===== src/ring_gen_pkg.sv =====
// Constants, register map and state codes for the ringing waveform generator.
// Assumes a 100 MHz system clock and 8 kHz / 1 kHz sample strobes on that clock.
package ring_gen_pkg;

  // Direct register addresses
  localparam logic [7:0] ADDR_IND_DATA_LO = 8'h1c;
  localparam logic [7:0] ADDR_IND_DATA_HI = 8'h1d;
  localparam logic [7:0] ADDR_IND_ADDR = 8'h1e;
  localparam logic [7:0] ADDR_IND_CMD = 8'h1f;
  localparam logic [7:0] ADDR_RING_CONTROL = 8'h22;
  localparam logic [7:0] ADDR_ON_TIMER_LO = 8'h30;
  localparam logic [7:0] ADDR_ON_TIMER_HI = 8'h31;
  localparam logic [7:0] ADDR_OFF_TIMER_LO = 8'h32;
  localparam logic [7:0] ADDR_OFF_TIMER_HI = 8'h33;
  localparam logic [7:0] ADDR_LINEFEED = 8'h40;
  localparam logic [7:0] ADDR_HIGH_BATTERY = 8'h4a;
  localparam logic [7:0] ADDR_EXT_CONTROL = 8'h6c;

  // Indirect register addresses
  localparam logic [7:0] IND_OFFSET = 8'h13;
  localparam logic [7:0] IND_FREQ = 8'h14;
  localparam logic [7:0] IND_AMP = 8'h15;
  localparam logic [7:0] IND_PHASE = 8'h16;
  localparam logic [7:0] IND_HEADROOM = 8'h28;

  // Field positions
  localparam int BIT_SHAPE = 0;
  localparam int BIT_OFFSET_EN = 1;
  localparam int BIT_OSC_EN = 2;
  localparam int BIT_OFF_EN = 3;
  localparam int BIT_ON_EN = 4;
  localparam int BIT_BOOST_EN = 7;
  localparam int BIT_IND_WRITE = 0;

  // Linefeed codes
  localparam logic [2:0] LF_RINGING = 3'h4;
  localparam logic [2:0] LF_ONHOOK_TX = 3'h2;

  // Reset values
  localparam logic [7:0] RESET_BYTE = 8'h00;
  localparam logic [15:0] RESET_WORD = 16'h0000;

  // Current limit boost duration
  localparam int CLK_PERIOD_NS = 10;
  localparam int BOOST_TIME_NS = 2000;
  localparam logic [7:0] BOOST_CYCLES = 8'(BOOST_TIME_NS / CLK_PERIOD_NS);

  typedef enum logic [2:0] {
    ST_IDLE = 3'b001,
    ST_ON = 3'b010,
    ST_OFF = 3'b100
  } ring_state_t;

endpackage


===== src/ring_gen.sv =====
// Ringing waveform generator: sine resonator, trapezoid ramp, cadence, register file.
// Assumes tick_1k and tick_8k are one-cycle strobes generated on sys_clk.
//
// The address-and-strobe port was left to the implementer.
`timescale 1ns/10ps

module ring_gen (
  input wire logic sys_clk,
  input wire logic rst,
  input wire logic [7:0] reg_addr,
  input wire logic [7:0] reg_wdata,
  input wire logic reg_wr,
  input wire logic reg_rd,
  output logic [7:0] reg_rdata,
  input wire logic tick_1k,
  input wire logic tick_8k,
  output logic signed [15:0] ring_wave,
  output logic ring_active,
  output logic [2:0] line_state,
  output logic [5:0] ringing_common_mode_level,
  output logic current_limit_boost
);
  import ring_gen_pkg::*;

  function automatic logic signed [15:0] sat16(input logic signed [17:0] v);
    if (v > 18'sh0_7fff) begin
      return 16'sh7fff;
    end else if (v < 18'sh3_8000) begin
      return 16'sh8000;
    end
    return v[15:0];
  endfunction

  // Register file state
  logic [7:0] ring_control_reg, ring_control_next;
  logic [15:0] ring_on_timer_reg, ring_on_timer_next;
  logic [15:0] ring_off_timer_reg, ring_off_timer_next;
  logic [2:0] linefeed_state_field_reg, linefeed_state_field_next;
  logic [5:0] high_battery_level_reg, high_battery_level_next;
  logic boost_en_reg, boost_en_next;
  logic [15:0] ind_data_reg, ind_data_next;
  logic [7:0] ind_addr_reg, ind_addr_next;
  logic [15:0] ring_offset_word_reg, ring_offset_word_next;
  logic [15:0] ring_frequency_coeff_reg, ring_frequency_coeff_next;
  logic [15:0] ring_amplitude_word_reg, ring_amplitude_word_next;
  logic [15:0] ring_phase_or_halfperiod_reg, ring_phase_or_halfperiod_next;
  logic [3:0] ring_common_mode_headroom_reg, ring_common_mode_headroom_next;
  logic [7:0] rdata_reg, rdata_next;

  // Engine state
  ring_state_t state_reg, state_next;
  logic [15:0] cnt_reg, cnt_next;
  logic signed [15:0] s1_reg, s1_next;
  logic signed [15:0] s2_reg, s2_next;
  logic [15:0] half_reg, half_next;
  logic dir_up_reg, dir_up_next;
  logic signed [15:0] wave_reg, wave_next;
  logic [5:0] cm_reg, cm_next;
  logic [7:0] boost_cnt_reg, boost_cnt_next;

  logic lf_ring_write;
  logic on_expire;
  logic off_expire;
  logic leave_on;
  logic signed [31:0] res_prod;
  logic signed [17:0] ramp_sum;
  logic signed [15:0] amp_s;
  logic [6:0] cm_diff;

  assign lf_ring_write = reg_wr && reg_addr == ADDR_LINEFEED && reg_wdata[2:0] == LF_RINGING;
  assign amp_s = $signed(ring_amplitude_word_reg);

  // Register bus and indirect space
  always_comb begin
    ring_control_next = ring_control_reg;
    ring_on_timer_next = ring_on_timer_reg;
    ring_off_timer_next = ring_off_timer_reg;
    linefeed_state_field_next = linefeed_state_field_reg;
    high_battery_level_next = high_battery_level_reg;
    boost_en_next = boost_en_reg;
    ind_data_next = ind_data_reg;
    ind_addr_next = ind_addr_reg;
    ring_offset_word_next = ring_offset_word_reg;
    ring_frequency_coeff_next = ring_frequency_coeff_reg;
    ring_amplitude_word_next = ring_amplitude_word_reg;
    ring_phase_or_halfperiod_next = ring_phase_or_halfperiod_reg;
    ring_common_mode_headroom_next = ring_common_mode_headroom_reg;
    rdata_next = RESET_BYTE;
    if (reg_wr) begin
      unique case (reg_addr)
        ADDR_IND_DATA_LO: ind_data_next[7:0] = reg_wdata;
        ADDR_IND_DATA_HI: ind_data_next[15:8] = reg_wdata;
        ADDR_IND_ADDR: ind_addr_next = reg_wdata;
        ADDR_IND_CMD: begin
          if (reg_wdata[BIT_IND_WRITE]) begin
            unique case (ind_addr_reg)
              IND_OFFSET: ring_offset_word_next = ind_data_reg;
              IND_FREQ: ring_frequency_coeff_next = ind_data_reg;
              IND_AMP: ring_amplitude_word_next = ind_data_reg;
              IND_PHASE: ring_phase_or_halfperiod_next = ind_data_reg;
              IND_HEADROOM: ring_common_mode_headroom_next = ind_data_reg[3:0];
              default: ;
            endcase
          end else begin
            unique case (ind_addr_reg)
              IND_OFFSET: ind_data_next = ring_offset_word_reg;
              IND_FREQ: ind_data_next = ring_frequency_coeff_reg;
              IND_AMP: ind_data_next = ring_amplitude_word_reg;
              IND_PHASE: ind_data_next = ring_phase_or_halfperiod_reg;
              IND_HEADROOM: ind_data_next = {12'h000, ring_common_mode_headroom_reg};
              default: ind_data_next = RESET_WORD;
            endcase
          end
        end
        ADDR_RING_CONTROL: ring_control_next = reg_wdata;
        ADDR_ON_TIMER_LO: ring_on_timer_next[7:0] = reg_wdata;
        ADDR_ON_TIMER_HI: ring_on_timer_next[15:8] = reg_wdata;
        ADDR_OFF_TIMER_LO: ring_off_timer_next[7:0] = reg_wdata;
        ADDR_OFF_TIMER_HI: ring_off_timer_next[15:8] = reg_wdata;
        ADDR_LINEFEED: linefeed_state_field_next = reg_wdata[2:0];
        ADDR_HIGH_BATTERY: high_battery_level_next = reg_wdata[5:0];
        ADDR_EXT_CONTROL: boost_en_next = reg_wdata[BIT_BOOST_EN];
        default: ;
      endcase
    end
    if (reg_rd) begin
      unique case (reg_addr)
        ADDR_IND_DATA_LO: rdata_next = ind_data_reg[7:0];
        ADDR_IND_DATA_HI: rdata_next = ind_data_reg[15:8];
        ADDR_IND_ADDR: rdata_next = ind_addr_reg;
        ADDR_RING_CONTROL: begin
          rdata_next = ring_control_reg;
          rdata_next[BIT_OSC_EN] = state_reg == ST_ON;
        end
        ADDR_ON_TIMER_LO: rdata_next = ring_on_timer_reg[7:0];
        ADDR_ON_TIMER_HI: rdata_next = ring_on_timer_reg[15:8];
        ADDR_OFF_TIMER_LO: rdata_next = ring_off_timer_reg[7:0];
        ADDR_OFF_TIMER_HI: rdata_next = ring_off_timer_reg[15:8];
        ADDR_LINEFEED: rdata_next = {5'h00, line_state};
        ADDR_HIGH_BATTERY: rdata_next = {2'h0, high_battery_level_reg};
        ADDR_EXT_CONTROL: rdata_next = {boost_en_reg, 7'h00};
        default: rdata_next = RESET_BYTE;
      endcase
    end
  end

  always_ff @(posedge sys_clk or posedge rst) begin
    if (rst) begin
      ring_control_reg <= RESET_BYTE;
      ring_on_timer_reg <= RESET_WORD;
      ring_off_timer_reg <= RESET_WORD;
      linefeed_state_field_reg <= RESET_BYTE[2:0];
      high_battery_level_reg <= RESET_BYTE[5:0];
      boost_en_reg <= 1'b0;
      ind_data_reg <= RESET_WORD;
      ind_addr_reg <= RESET_BYTE;
      ring_offset_word_reg <= RESET_WORD;
      ring_frequency_coeff_reg <= RESET_WORD;
      ring_amplitude_word_reg <= RESET_WORD;
      ring_phase_or_halfperiod_reg <= RESET_WORD;
      ring_common_mode_headroom_reg <= RESET_BYTE[3:0];
      rdata_reg <= RESET_BYTE;
    end else begin
      ring_control_reg <= ring_control_next;
      ring_on_timer_reg <= ring_on_timer_next;
      ring_off_timer_reg <= ring_off_timer_next;
      linefeed_state_field_reg <= linefeed_state_field_next;
      high_battery_level_reg <= high_battery_level_next;
      boost_en_reg <= boost_en_next;
      ind_data_reg <= ind_data_next;
      ind_addr_reg <= ind_addr_next;
      ring_offset_word_reg <= ring_offset_word_next;
      ring_frequency_coeff_reg <= ring_frequency_coeff_next;
      ring_amplitude_word_reg <= ring_amplitude_word_next;
      ring_phase_or_halfperiod_reg <= ring_phase_or_halfperiod_next;
      ring_common_mode_headroom_reg <= ring_common_mode_headroom_next;
      rdata_reg <= rdata_next;
    end
  end

  // Cadence and waveform engine
  assign on_expire = state_reg == ST_ON && tick_8k && ring_control_reg[BIT_ON_EN]
    && cnt_reg >= ring_on_timer_reg;
  assign off_expire = state_reg == ST_OFF && tick_8k && ring_control_reg[BIT_OFF_EN]
    && cnt_reg >= ring_off_timer_reg;
  assign leave_on = state_reg == ST_ON && state_next != ST_ON;
  assign res_prod = $signed(ring_frequency_coeff_reg) * s1_reg;
  // Headroom and battery share the 1.5 V step, so the unscaled difference is in 1.5 V steps
  assign cm_diff = {1'b0, high_battery_level_reg} - {3'h0, ring_common_mode_headroom_reg};

  always_comb begin
    state_next = state_reg;
    cnt_next = cnt_reg;
    s1_next = s1_reg;
    s2_next = s2_reg;
    half_next = half_reg;
    dir_up_next = dir_up_reg;
    cm_next = cm_reg;
    boost_cnt_next = boost_cnt_reg;
    ramp_sum = 18'sd0;
    wave_next = 16'sh0000;
    unique case (state_reg)
      ST_IDLE: begin
        if (lf_ring_write) begin
          state_next = ST_ON;
        end
      end
      ST_ON: begin
        if (on_expire) begin
          state_next = ST_OFF;
          cnt_next = RESET_WORD;
        end else if (tick_8k) begin
          cnt_next = cnt_reg + 16'h0001;
        end
      end
      ST_OFF: begin
        if (off_expire) begin
          state_next = ST_ON;
        end else if (tick_8k) begin
          cnt_next = cnt_reg + 16'h0001;
        end
      end
      default: state_next = ST_IDLE;
    endcase
    if (linefeed_state_field_next != LF_RINGING) begin
      state_next = ST_IDLE;
    end
    // Fresh burst: reload oscillator and ramp from the programmed words
    if (state_next == ST_ON && state_reg != ST_ON) begin
      cnt_next = RESET_WORD;
      s1_next = amp_s;
      s2_next = $signed(ring_phase_or_halfperiod_reg);
      half_next = ring_phase_or_halfperiod_reg;
      dir_up_next = 1'b1;
      if (ring_control_reg[BIT_SHAPE]) begin
        s1_next = -amp_s;
      end
    end else if (state_reg == ST_ON && !ring_control_reg[BIT_SHAPE] && tick_1k) begin
      s2_next = s1_reg;
      s1_next = sat16(18'(res_prod >>> 14) - 18'(s2_reg));
    end else if (state_reg == ST_ON && ring_control_reg[BIT_SHAPE] && tick_8k) begin
      if (dir_up_reg) begin
        ramp_sum = 18'(s1_reg) + 18'($signed({1'b0, ring_frequency_coeff_reg}));
      end else begin
        ramp_sum = 18'(s1_reg) - 18'($signed({1'b0, ring_frequency_coeff_reg}));
      end
      if (ramp_sum > 18'(amp_s)) begin
        ramp_sum = 18'(amp_s);
      end else if (ramp_sum < -18'(amp_s)) begin
        ramp_sum = -18'(amp_s);
      end
      s1_next = sat16(ramp_sum);
      if (half_reg <= 16'h0001) begin
        half_next = ring_phase_or_halfperiod_reg;
        dir_up_next = !dir_up_reg;
      end else begin
        half_next = half_reg - 16'h0001;
      end
    end
    // Offset rides only on the active burst
    if (state_reg == ST_ON) begin
      if (ring_control_reg[BIT_OFFSET_EN]) begin
        wave_next = sat16(18'(s1_reg) + 18'($signed(ring_offset_word_reg)));
      end else begin
        wave_next = s1_reg;
      end
    end
    // Common mode latched on entry and held through the cadence
    if (state_reg == ST_IDLE) begin
      cm_next = cm_diff[6] ? 6'h00 : cm_diff[5:0];
    end
    if (state_reg == ST_ON && state_next != ST_ON && boost_en_reg) begin
      boost_cnt_next = BOOST_CYCLES;
    end else if (boost_cnt_reg != 8'h00) begin
      boost_cnt_next = boost_cnt_reg - 8'h01;
    end
  end

  always_ff @(posedge sys_clk or posedge rst) begin
    if (rst) begin
      state_reg <= ST_IDLE;
      cnt_reg <= RESET_WORD;
      s1_reg <= RESET_WORD;
      s2_reg <= RESET_WORD;
      half_reg <= RESET_WORD;
      dir_up_reg <= 1'b1;
      wave_reg <= RESET_WORD;
      cm_reg <= RESET_BYTE[5:0];
      boost_cnt_reg <= RESET_BYTE;
    end else begin
      state_reg <= state_next;
      cnt_reg <= cnt_next;
      s1_reg <= s1_next;
      s2_reg <= s2_next;
      half_reg <= half_next;
      dir_up_reg <= dir_up_next;
      wave_reg <= wave_next;
      cm_reg <= cm_next;
      boost_cnt_reg <= boost_cnt_next;
    end
  end

  assign reg_rdata = rdata_reg;
  assign ring_wave = wave_reg;
  assign ring_active = state_reg == ST_ON;
  assign line_state = state_reg == ST_ON ? LF_RINGING
    : state_reg == ST_OFF ? LF_ONHOOK_TX : linefeed_state_field_reg;
  assign ringing_common_mode_level = cm_reg;
  assign current_limit_boost = boost_cnt_reg != 8'h00;

  a_ring_entry: assert property (@(posedge sys_clk) disable iff (rst)
    state_reg == ST_IDLE && lf_ring_write && !ring_control_reg[BIT_OFFSET_EN]
    |=> state_reg == ST_ON ##1 wave_reg == $past(s1_reg))
    else $error("ringing not entered on linefeed write");
  a_on_expiry: assert property (@(posedge sys_clk) disable iff (rst)
    on_expire && !(reg_wr && reg_addr == ADDR_LINEFEED)
    |=> state_reg == ST_OFF && cnt_reg == 16'h0000 && line_state == LF_ONHOOK_TX ##1 wave_reg == 0)
    else $error("on timer expiry did not stop ringing");
  a_off_restart: assert property (@(posedge sys_clk) disable iff (rst)
    off_expire && !(reg_wr && reg_addr == ADDR_LINEFEED) |=> state_reg == ST_ON)
    else $error("off timer expiry did not restart ringing");
  a_lf_leave: assert property (@(posedge sys_clk) disable iff (rst)
    linefeed_state_field_reg != LF_RINGING && !reg_wr |=> state_reg == ST_IDLE)
    else $error("ringing kept without ringing linefeed");
  a_timer_count: assert property (@(posedge sys_clk) disable iff (rst)
    state_reg == ST_ON && tick_8k && !on_expire && state_next == ST_ON
    |=> cnt_reg == $past(cnt_reg) + 16'h0001)
    else $error("cadence counter did not step");
  a_sine_hold: assert property (@(posedge sys_clk) disable iff (rst)
    state_reg == ST_ON && $past(state_reg) == ST_ON && !ring_control_reg[BIT_SHAPE]
    && !tick_1k && state_next == ST_ON |=> $stable(s1_reg))
    else $error("sine resonator stepped without 1 kHz strobe");
  a_trap_clamp: assert property (@(posedge sys_clk) disable iff (rst)
    state_reg == ST_ON && ring_control_reg[BIT_SHAPE] && $past(state_reg) == ST_ON
    && !amp_s[15] && $stable(ring_amplitude_word_reg) |-> s1_reg <= amp_s && s1_reg >= -amp_s)
    else $error("trapezoid ramp left amplitude limits");
  a_offset_gate: assert property (@(posedge sys_clk) disable iff (rst)
    state_reg == ST_ON && !ring_control_reg[BIT_OFFSET_EN] |=> wave_reg == $past(s1_reg))
    else $error("offset applied while disabled");
  a_cm_hold: assert property (@(posedge sys_clk) disable iff (rst)
    state_reg != ST_IDLE && $past(state_reg) != ST_IDLE |-> $stable(cm_reg))
    else $error("common mode changed during ringing");
  a_boost_start: assert property (@(posedge sys_clk) disable iff (rst)
    leave_on && boost_en_reg |=> current_limit_boost [*8])
    else $error("current limit boost not raised");
  a_wave_idle: assert property (@(posedge sys_clk) disable iff (rst)
    state_reg != ST_ON |=> wave_reg == 16'sh0000)
    else $error("ringing wave present outside the burst");
  a_trap_reverse: assert property (@(posedge sys_clk) disable iff (rst)
    state_reg == ST_ON && ring_control_reg[BIT_SHAPE] && tick_8k && half_reg <= 16'h0001
    |=> dir_up_reg != $past(dir_up_reg) && half_reg == $past(ring_phase_or_halfperiod_reg))
    else $error("trapezoid ramp did not reverse at half period");

endmodule


===== config.mk =====
export PLATFORM = sky130hd
export DESIGN_NAME = ring_gen
export DESIGN_NICKNAME = d
export VERILOG_FILES = /design/src/ring_gen_pkg.sv /design/src/ring_gen.sv
export SDC_FILE = /design/constraint.sdc
export NUM_CORES = 2
export LEC_CHECK = 0
export BUFFER_PORTS_ARGS = -buffer_cell sky130_fd_sc_hd__clkbuf_2
export CORE_ASPECT_RATIO = 1.75
export CORE_UTILIZATION = 54
export CTS_CLUSTER_SIZE = 16
export DETAILED_ROUTE_END_ITERATION = 6
export MAX_ROUTING_LAYER = met4
export PLACE_DENSITY = 0.73
export SLEW_MARGIN = 25
export SYNTH_ARGS = -nofsm -noshare
export SYNTH_HDL_FRONTEND = slang
export SYNTH_SLANG_ARGS = --single-unit

===== constraint.sdc =====
create_clock -name sys_clk -period 8.7 [get_ports sys_clk]
set_clock_uncertainty 0.05 [all_clocks]
set_input_delay 0.435 -clock sys_clk [delete_from_list [all_inputs] [get_ports sys_clk]]
set_output_delay 0.435 -clock sys_clk [all_outputs]
set_load 0.01 [all_outputs]

==> impl_results.md <==
* Result of the run: finished with violations
* Violations in the final reports: DRC, hold timing
* Via count of the first global-routing pass at roughly 24000
* Routed met2 length at 46090 um
* Layout Area Growth over Synthesis at 11.93%
* Kind of start point of the critical path: register
* CTS Buffer Depth at 3
* Share of post-route cells with drive strength above 1 at between 10% and 20%
* Category of the worst setup path capture point: register
* Post-place instance area at between 20000 and 30000 um^2
* Most area-consuming cells after synthesis: sky130_fd_sc_hd__dfrtp_1, sky130_fd_sc_hd__fa_1, sky130_fd_sc_hd__ha_1, sky130_fd_sc_hd__inv_1, sky130_fd_sc_hd__mux2_2
* Clock latency on the worst-skew pair at ~550 ps
* Worst reg-to-reg setup slack at 90 ps
* Wire length of the first global-routing pass at 134200 um
* Final setup vio count at 0
* Critical Setup Path Class: register to register
* Unrepaired setup endpoints after global routing: true
* Standard cell with the maximum stage delay on the critical path: sky130_fd_sc_hd__fa_1
* Proportion of synthesized flip-flops having asynchronous set or reset at 100.0%
* Count of cell types in the netlist at between 80 and 90
* Top cell types by occurrence after synthesis: sky130_fd_sc_hd__inv_1, sky130_fd_sc_hd__nand2_1, sky130_fd_sc_hd__fa_1
* Critical-path maximum fanout at 7
* Number of detailed-route iterations in the first pass at 7
* Antenna violations before repair at 1
* Count of flip-flops with a built-in enable after synthesis at 0
* Dominant synthesized flop cell: sky130_fd_sc_hd__dfrtp_1
* FF-to-FF path depth at 39
* Via count of the routed design at approximately 22000
* Global router's overall resource usage at a little under two fifths
* H-tree lvl count at 1
* Final total negative setup slack at 0 ps
* Total leakage power at between 0.01 and 0.015 uW
* Total wire length after detailed routing at 87950 um
* Area share of the leading cell type in the synthesized netlist at a little under a quarter
* DRC violation total after the first TritonRoute iteration at between 1000 and 1500
* Final RePlAce weighted congestion at 1.015
* Total clock buffers created by CTS at 23
* Critical Path Stages at 39
* Worst slew margin at a little over an eighth
* Routed length per placed instance at around 24 um
* Overall power at 2507 uW
* Post-Layout Inst Area at a little under 30000 um^2
* Post-detailed-route DRC marker count at 2
* Required @ worst endpoint at roughly 9100 ps
* Number of port buffers at 56
* Number of hold violations in the final report at 23
* Detailed-route wire length on metal 1 at about 29000 um
* DIE HEIGHT at a little under 300 um
* Fmax at roughly 120 MHz
* Sequential-to-total area share from yosys stat at between 20% and 30%
* Cell family with the largest share of critical-path delay: adder cells
* Root buf cell: sky130_fd_sc_hd__clkbuf_16
* Number of nets produced by synthesis at 3454
* Net count of the finished layout at about 3500
* Number of standard-cell rows in the floorplan at roughly 110
* Gate count after technology mapping at 2961
* Synth area leader: sky130_fd_sc_hd__dfrtp_1
* Transition time at the pin with the least slew margin at between 1000 and 1500 ps
* Final Slew Violations at 0
* Most common cell in the netlist: sky130_fd_sc_hd__inv_1
* Crit-path max cell delay at 530 ps
* Register bit count reported by yosys at 247
* Min-delay worst type: input port to async pin
* Die X at between 150 and 200 um
* Effective utilization at floorplan at a little over half
* Count of yosys warnings during synthesis at 0
* Number of vias per cell at approximately 6
* Final worst-path cycle share at 99.01%
* Buffers plus inverters on the worst setup path at 8
* Power per standard cell area at between 80 and 90 nW/um^2
* TritonCTS clock tree: yes
* Die Area at about 50000 um^2
* Grt total ovfl at 0
* Worst IR Drop VDD at roughly 0.21 mV
* Synthesized area per cell at about 9 um^2
* CTS Hold Buffers Added at 0
* Hpwl dp at 70310 um
* I/O pin count at 57
* CTS clk-pin slew, worst paths at 80 ps
* Max capacitance violation total at 0
* Cell count after placement at around 3700
* Core area at roughly 50000 um^2
* Signal arrival time at the worst endpoint at about 9000 ps
* Final Hold Slack at -26.74 ps
* Sinks on Clock Net at around 250
* Final critical path time including I/O delays and setup at approximately 8600 ps
* Final std cells w/o fill at about 3700
* Maximum number of pins on one net before global-route repair at about 110
* Most common cell type on the critical path: sky130_fd_sc_hd__fa_1
* Detailed-routed wire length on met3 at roughly 4100 um
* Highest routing layer actually used: met4
* Netlist area before placement at roughly 27000 um^2
* Count of nets left with antenna violations after detail routing at 0
## per-stage QoR
step	util, %	setup WS [ps]	hold slack, ps
6_report	61.10	86.08	-26.74
5_1_grt	61.10	-87.35	30.70
4_1_cts	59.75	8.746	9.872
3_5_place_dp	58.05	-151.7	418.5
3_3_place_gp	58.00	8.296	412.8
2_1_floorplan	-	194.1	396.1
## layer usage
metal / up-vias / track usage (%)
met2: 899 / 66.11
met3: 382 / 3.481
met4: 0 / 29.82
li1: 9984 / -
met1: 11110 / 36.36
met5: - / -
## timing repair
action                                  CTS  global route
pin swaps                                 0            76
setup buffers                             0            18
endpoints found under the setup margin   15            16
gates resized for setup                   8           118
## kinds of logic after synthesis
kind of cell	Yosys count	synth area share, %
adders and majority gates	484	30.20
AOI/OAI and AO/OA	573	13.99
DFF	247	23.31
and+or+nand+nor	816	14.67
xor gates and xnor gates	127	4.193
buffers and inverters	596	8.555
muxes	118	5.079
## worst paths after layout
check / endpoint / from
setup / recovery: s1_reg[6] / ring_frequency_coeff_reg[8]
hold / removal: ring_wave[1] / rst
setup reg to reg: s1_reg[6] / ring_frequency_coeff_reg[8]
hold reg to reg: s2_reg[3] / s2_reg[3]
max in group asynchronous: s1_reg[6] / rst
min in group sys_clk: reg_rdata[2] / reg_rd
## placed cells by master, fill, tap and decap left out, types with 9 or more instances in the layout
| cell | n |
|---|---|
| sky130_fd_sc_hd__a21o_1 | 30 |
| sky130_fd_sc_hd__and3_1 | 11 |
| sky130_fd_sc_hd__fa_1 | 258 |
| sky130_fd_sc_hd__clkbuf_2 | 56 |
| sky130_fd_sc_hd__a22oi_1 | 61 |
| sky130_fd_sc_hd__buf_4 | 135 |
| sky130_fd_sc_hd__clkbuf_16 | 23 |
| sky130_fd_sc_hd__inv_2 | 9 |
| sky130_fd_sc_hd__ha_4 | 11 |
| sky130_fd_sc_hd__mux2_2 | 103 |
| sky130_fd_sc_hd__mux2i_1 | 12 |
| sky130_fd_sc_hd__xnor2_1 | 77 |
| sky130_fd_sc_hd__nor2b_1 | 18 |
| sky130_fd_sc_hd__inv_1 | 434 |
| sky130_fd_sc_hd__a222oi_1 | 12 |
| sky130_fd_sc_hd__dfrtp_1 | 227 |
| sky130_fd_sc_hd__a211oi_1 | 9 |
| sky130_fd_sc_hd__nor4_1 | 9 |
| sky130_fd_sc_hd__ha_1 | 194 |
| sky130_fd_sc_hd__xor2_1 | 44 |
| sky130_fd_sc_hd__nor3_1 | 40 |
| sky130_fd_sc_hd__a31oi_1 | 38 |
| sky130_fd_sc_hd__o21a_1 | 23 |
| sky130_fd_sc_hd__nand2_1 | 304 |
| sky130_fd_sc_hd__and2_1 | 122 |
| sky130_fd_sc_hd__nand4_1 | 21 |
| sky130_fd_sc_hd__nor2_1 | 150 |
| sky130_fd_sc_hd__or3_1 | 16 |
| sky130_fd_sc_hd__o221ai_1 | 9 |
| sky130_fd_sc_hd__maj3_1 | 13 |
| sky130_fd_sc_hd__o21ai_0 | 132 |
| sky130_fd_sc_hd__buf_6 | 20 |
| sky130_fd_sc_hd__a21oi_1 | 139 |
| sky130_fd_sc_hd__nand3_1 | 43 |
| sky130_fd_sc_hd__dfrtp_2 | 18 |
| sky130_fd_sc_hd__nand2b_1 | 25 |
## cell type report
class                   count  area [um^2]
diodes                      2        5.005
flip-flops and latches    247         6206
multi-input cells        2118        18540
inverters                 445         1678
clock buffers              30        641.9
clock inverters            11        147.6
repair buffers            218         1654
well taps                 654        818.3
fillers                  4150        18900
## where the power goes
part,internal (uW),switching (uW)
clock network,612,475
registers,1170,36.1
logic,81.0,135
Note: power is estimated with default switching activity, not from simulation.
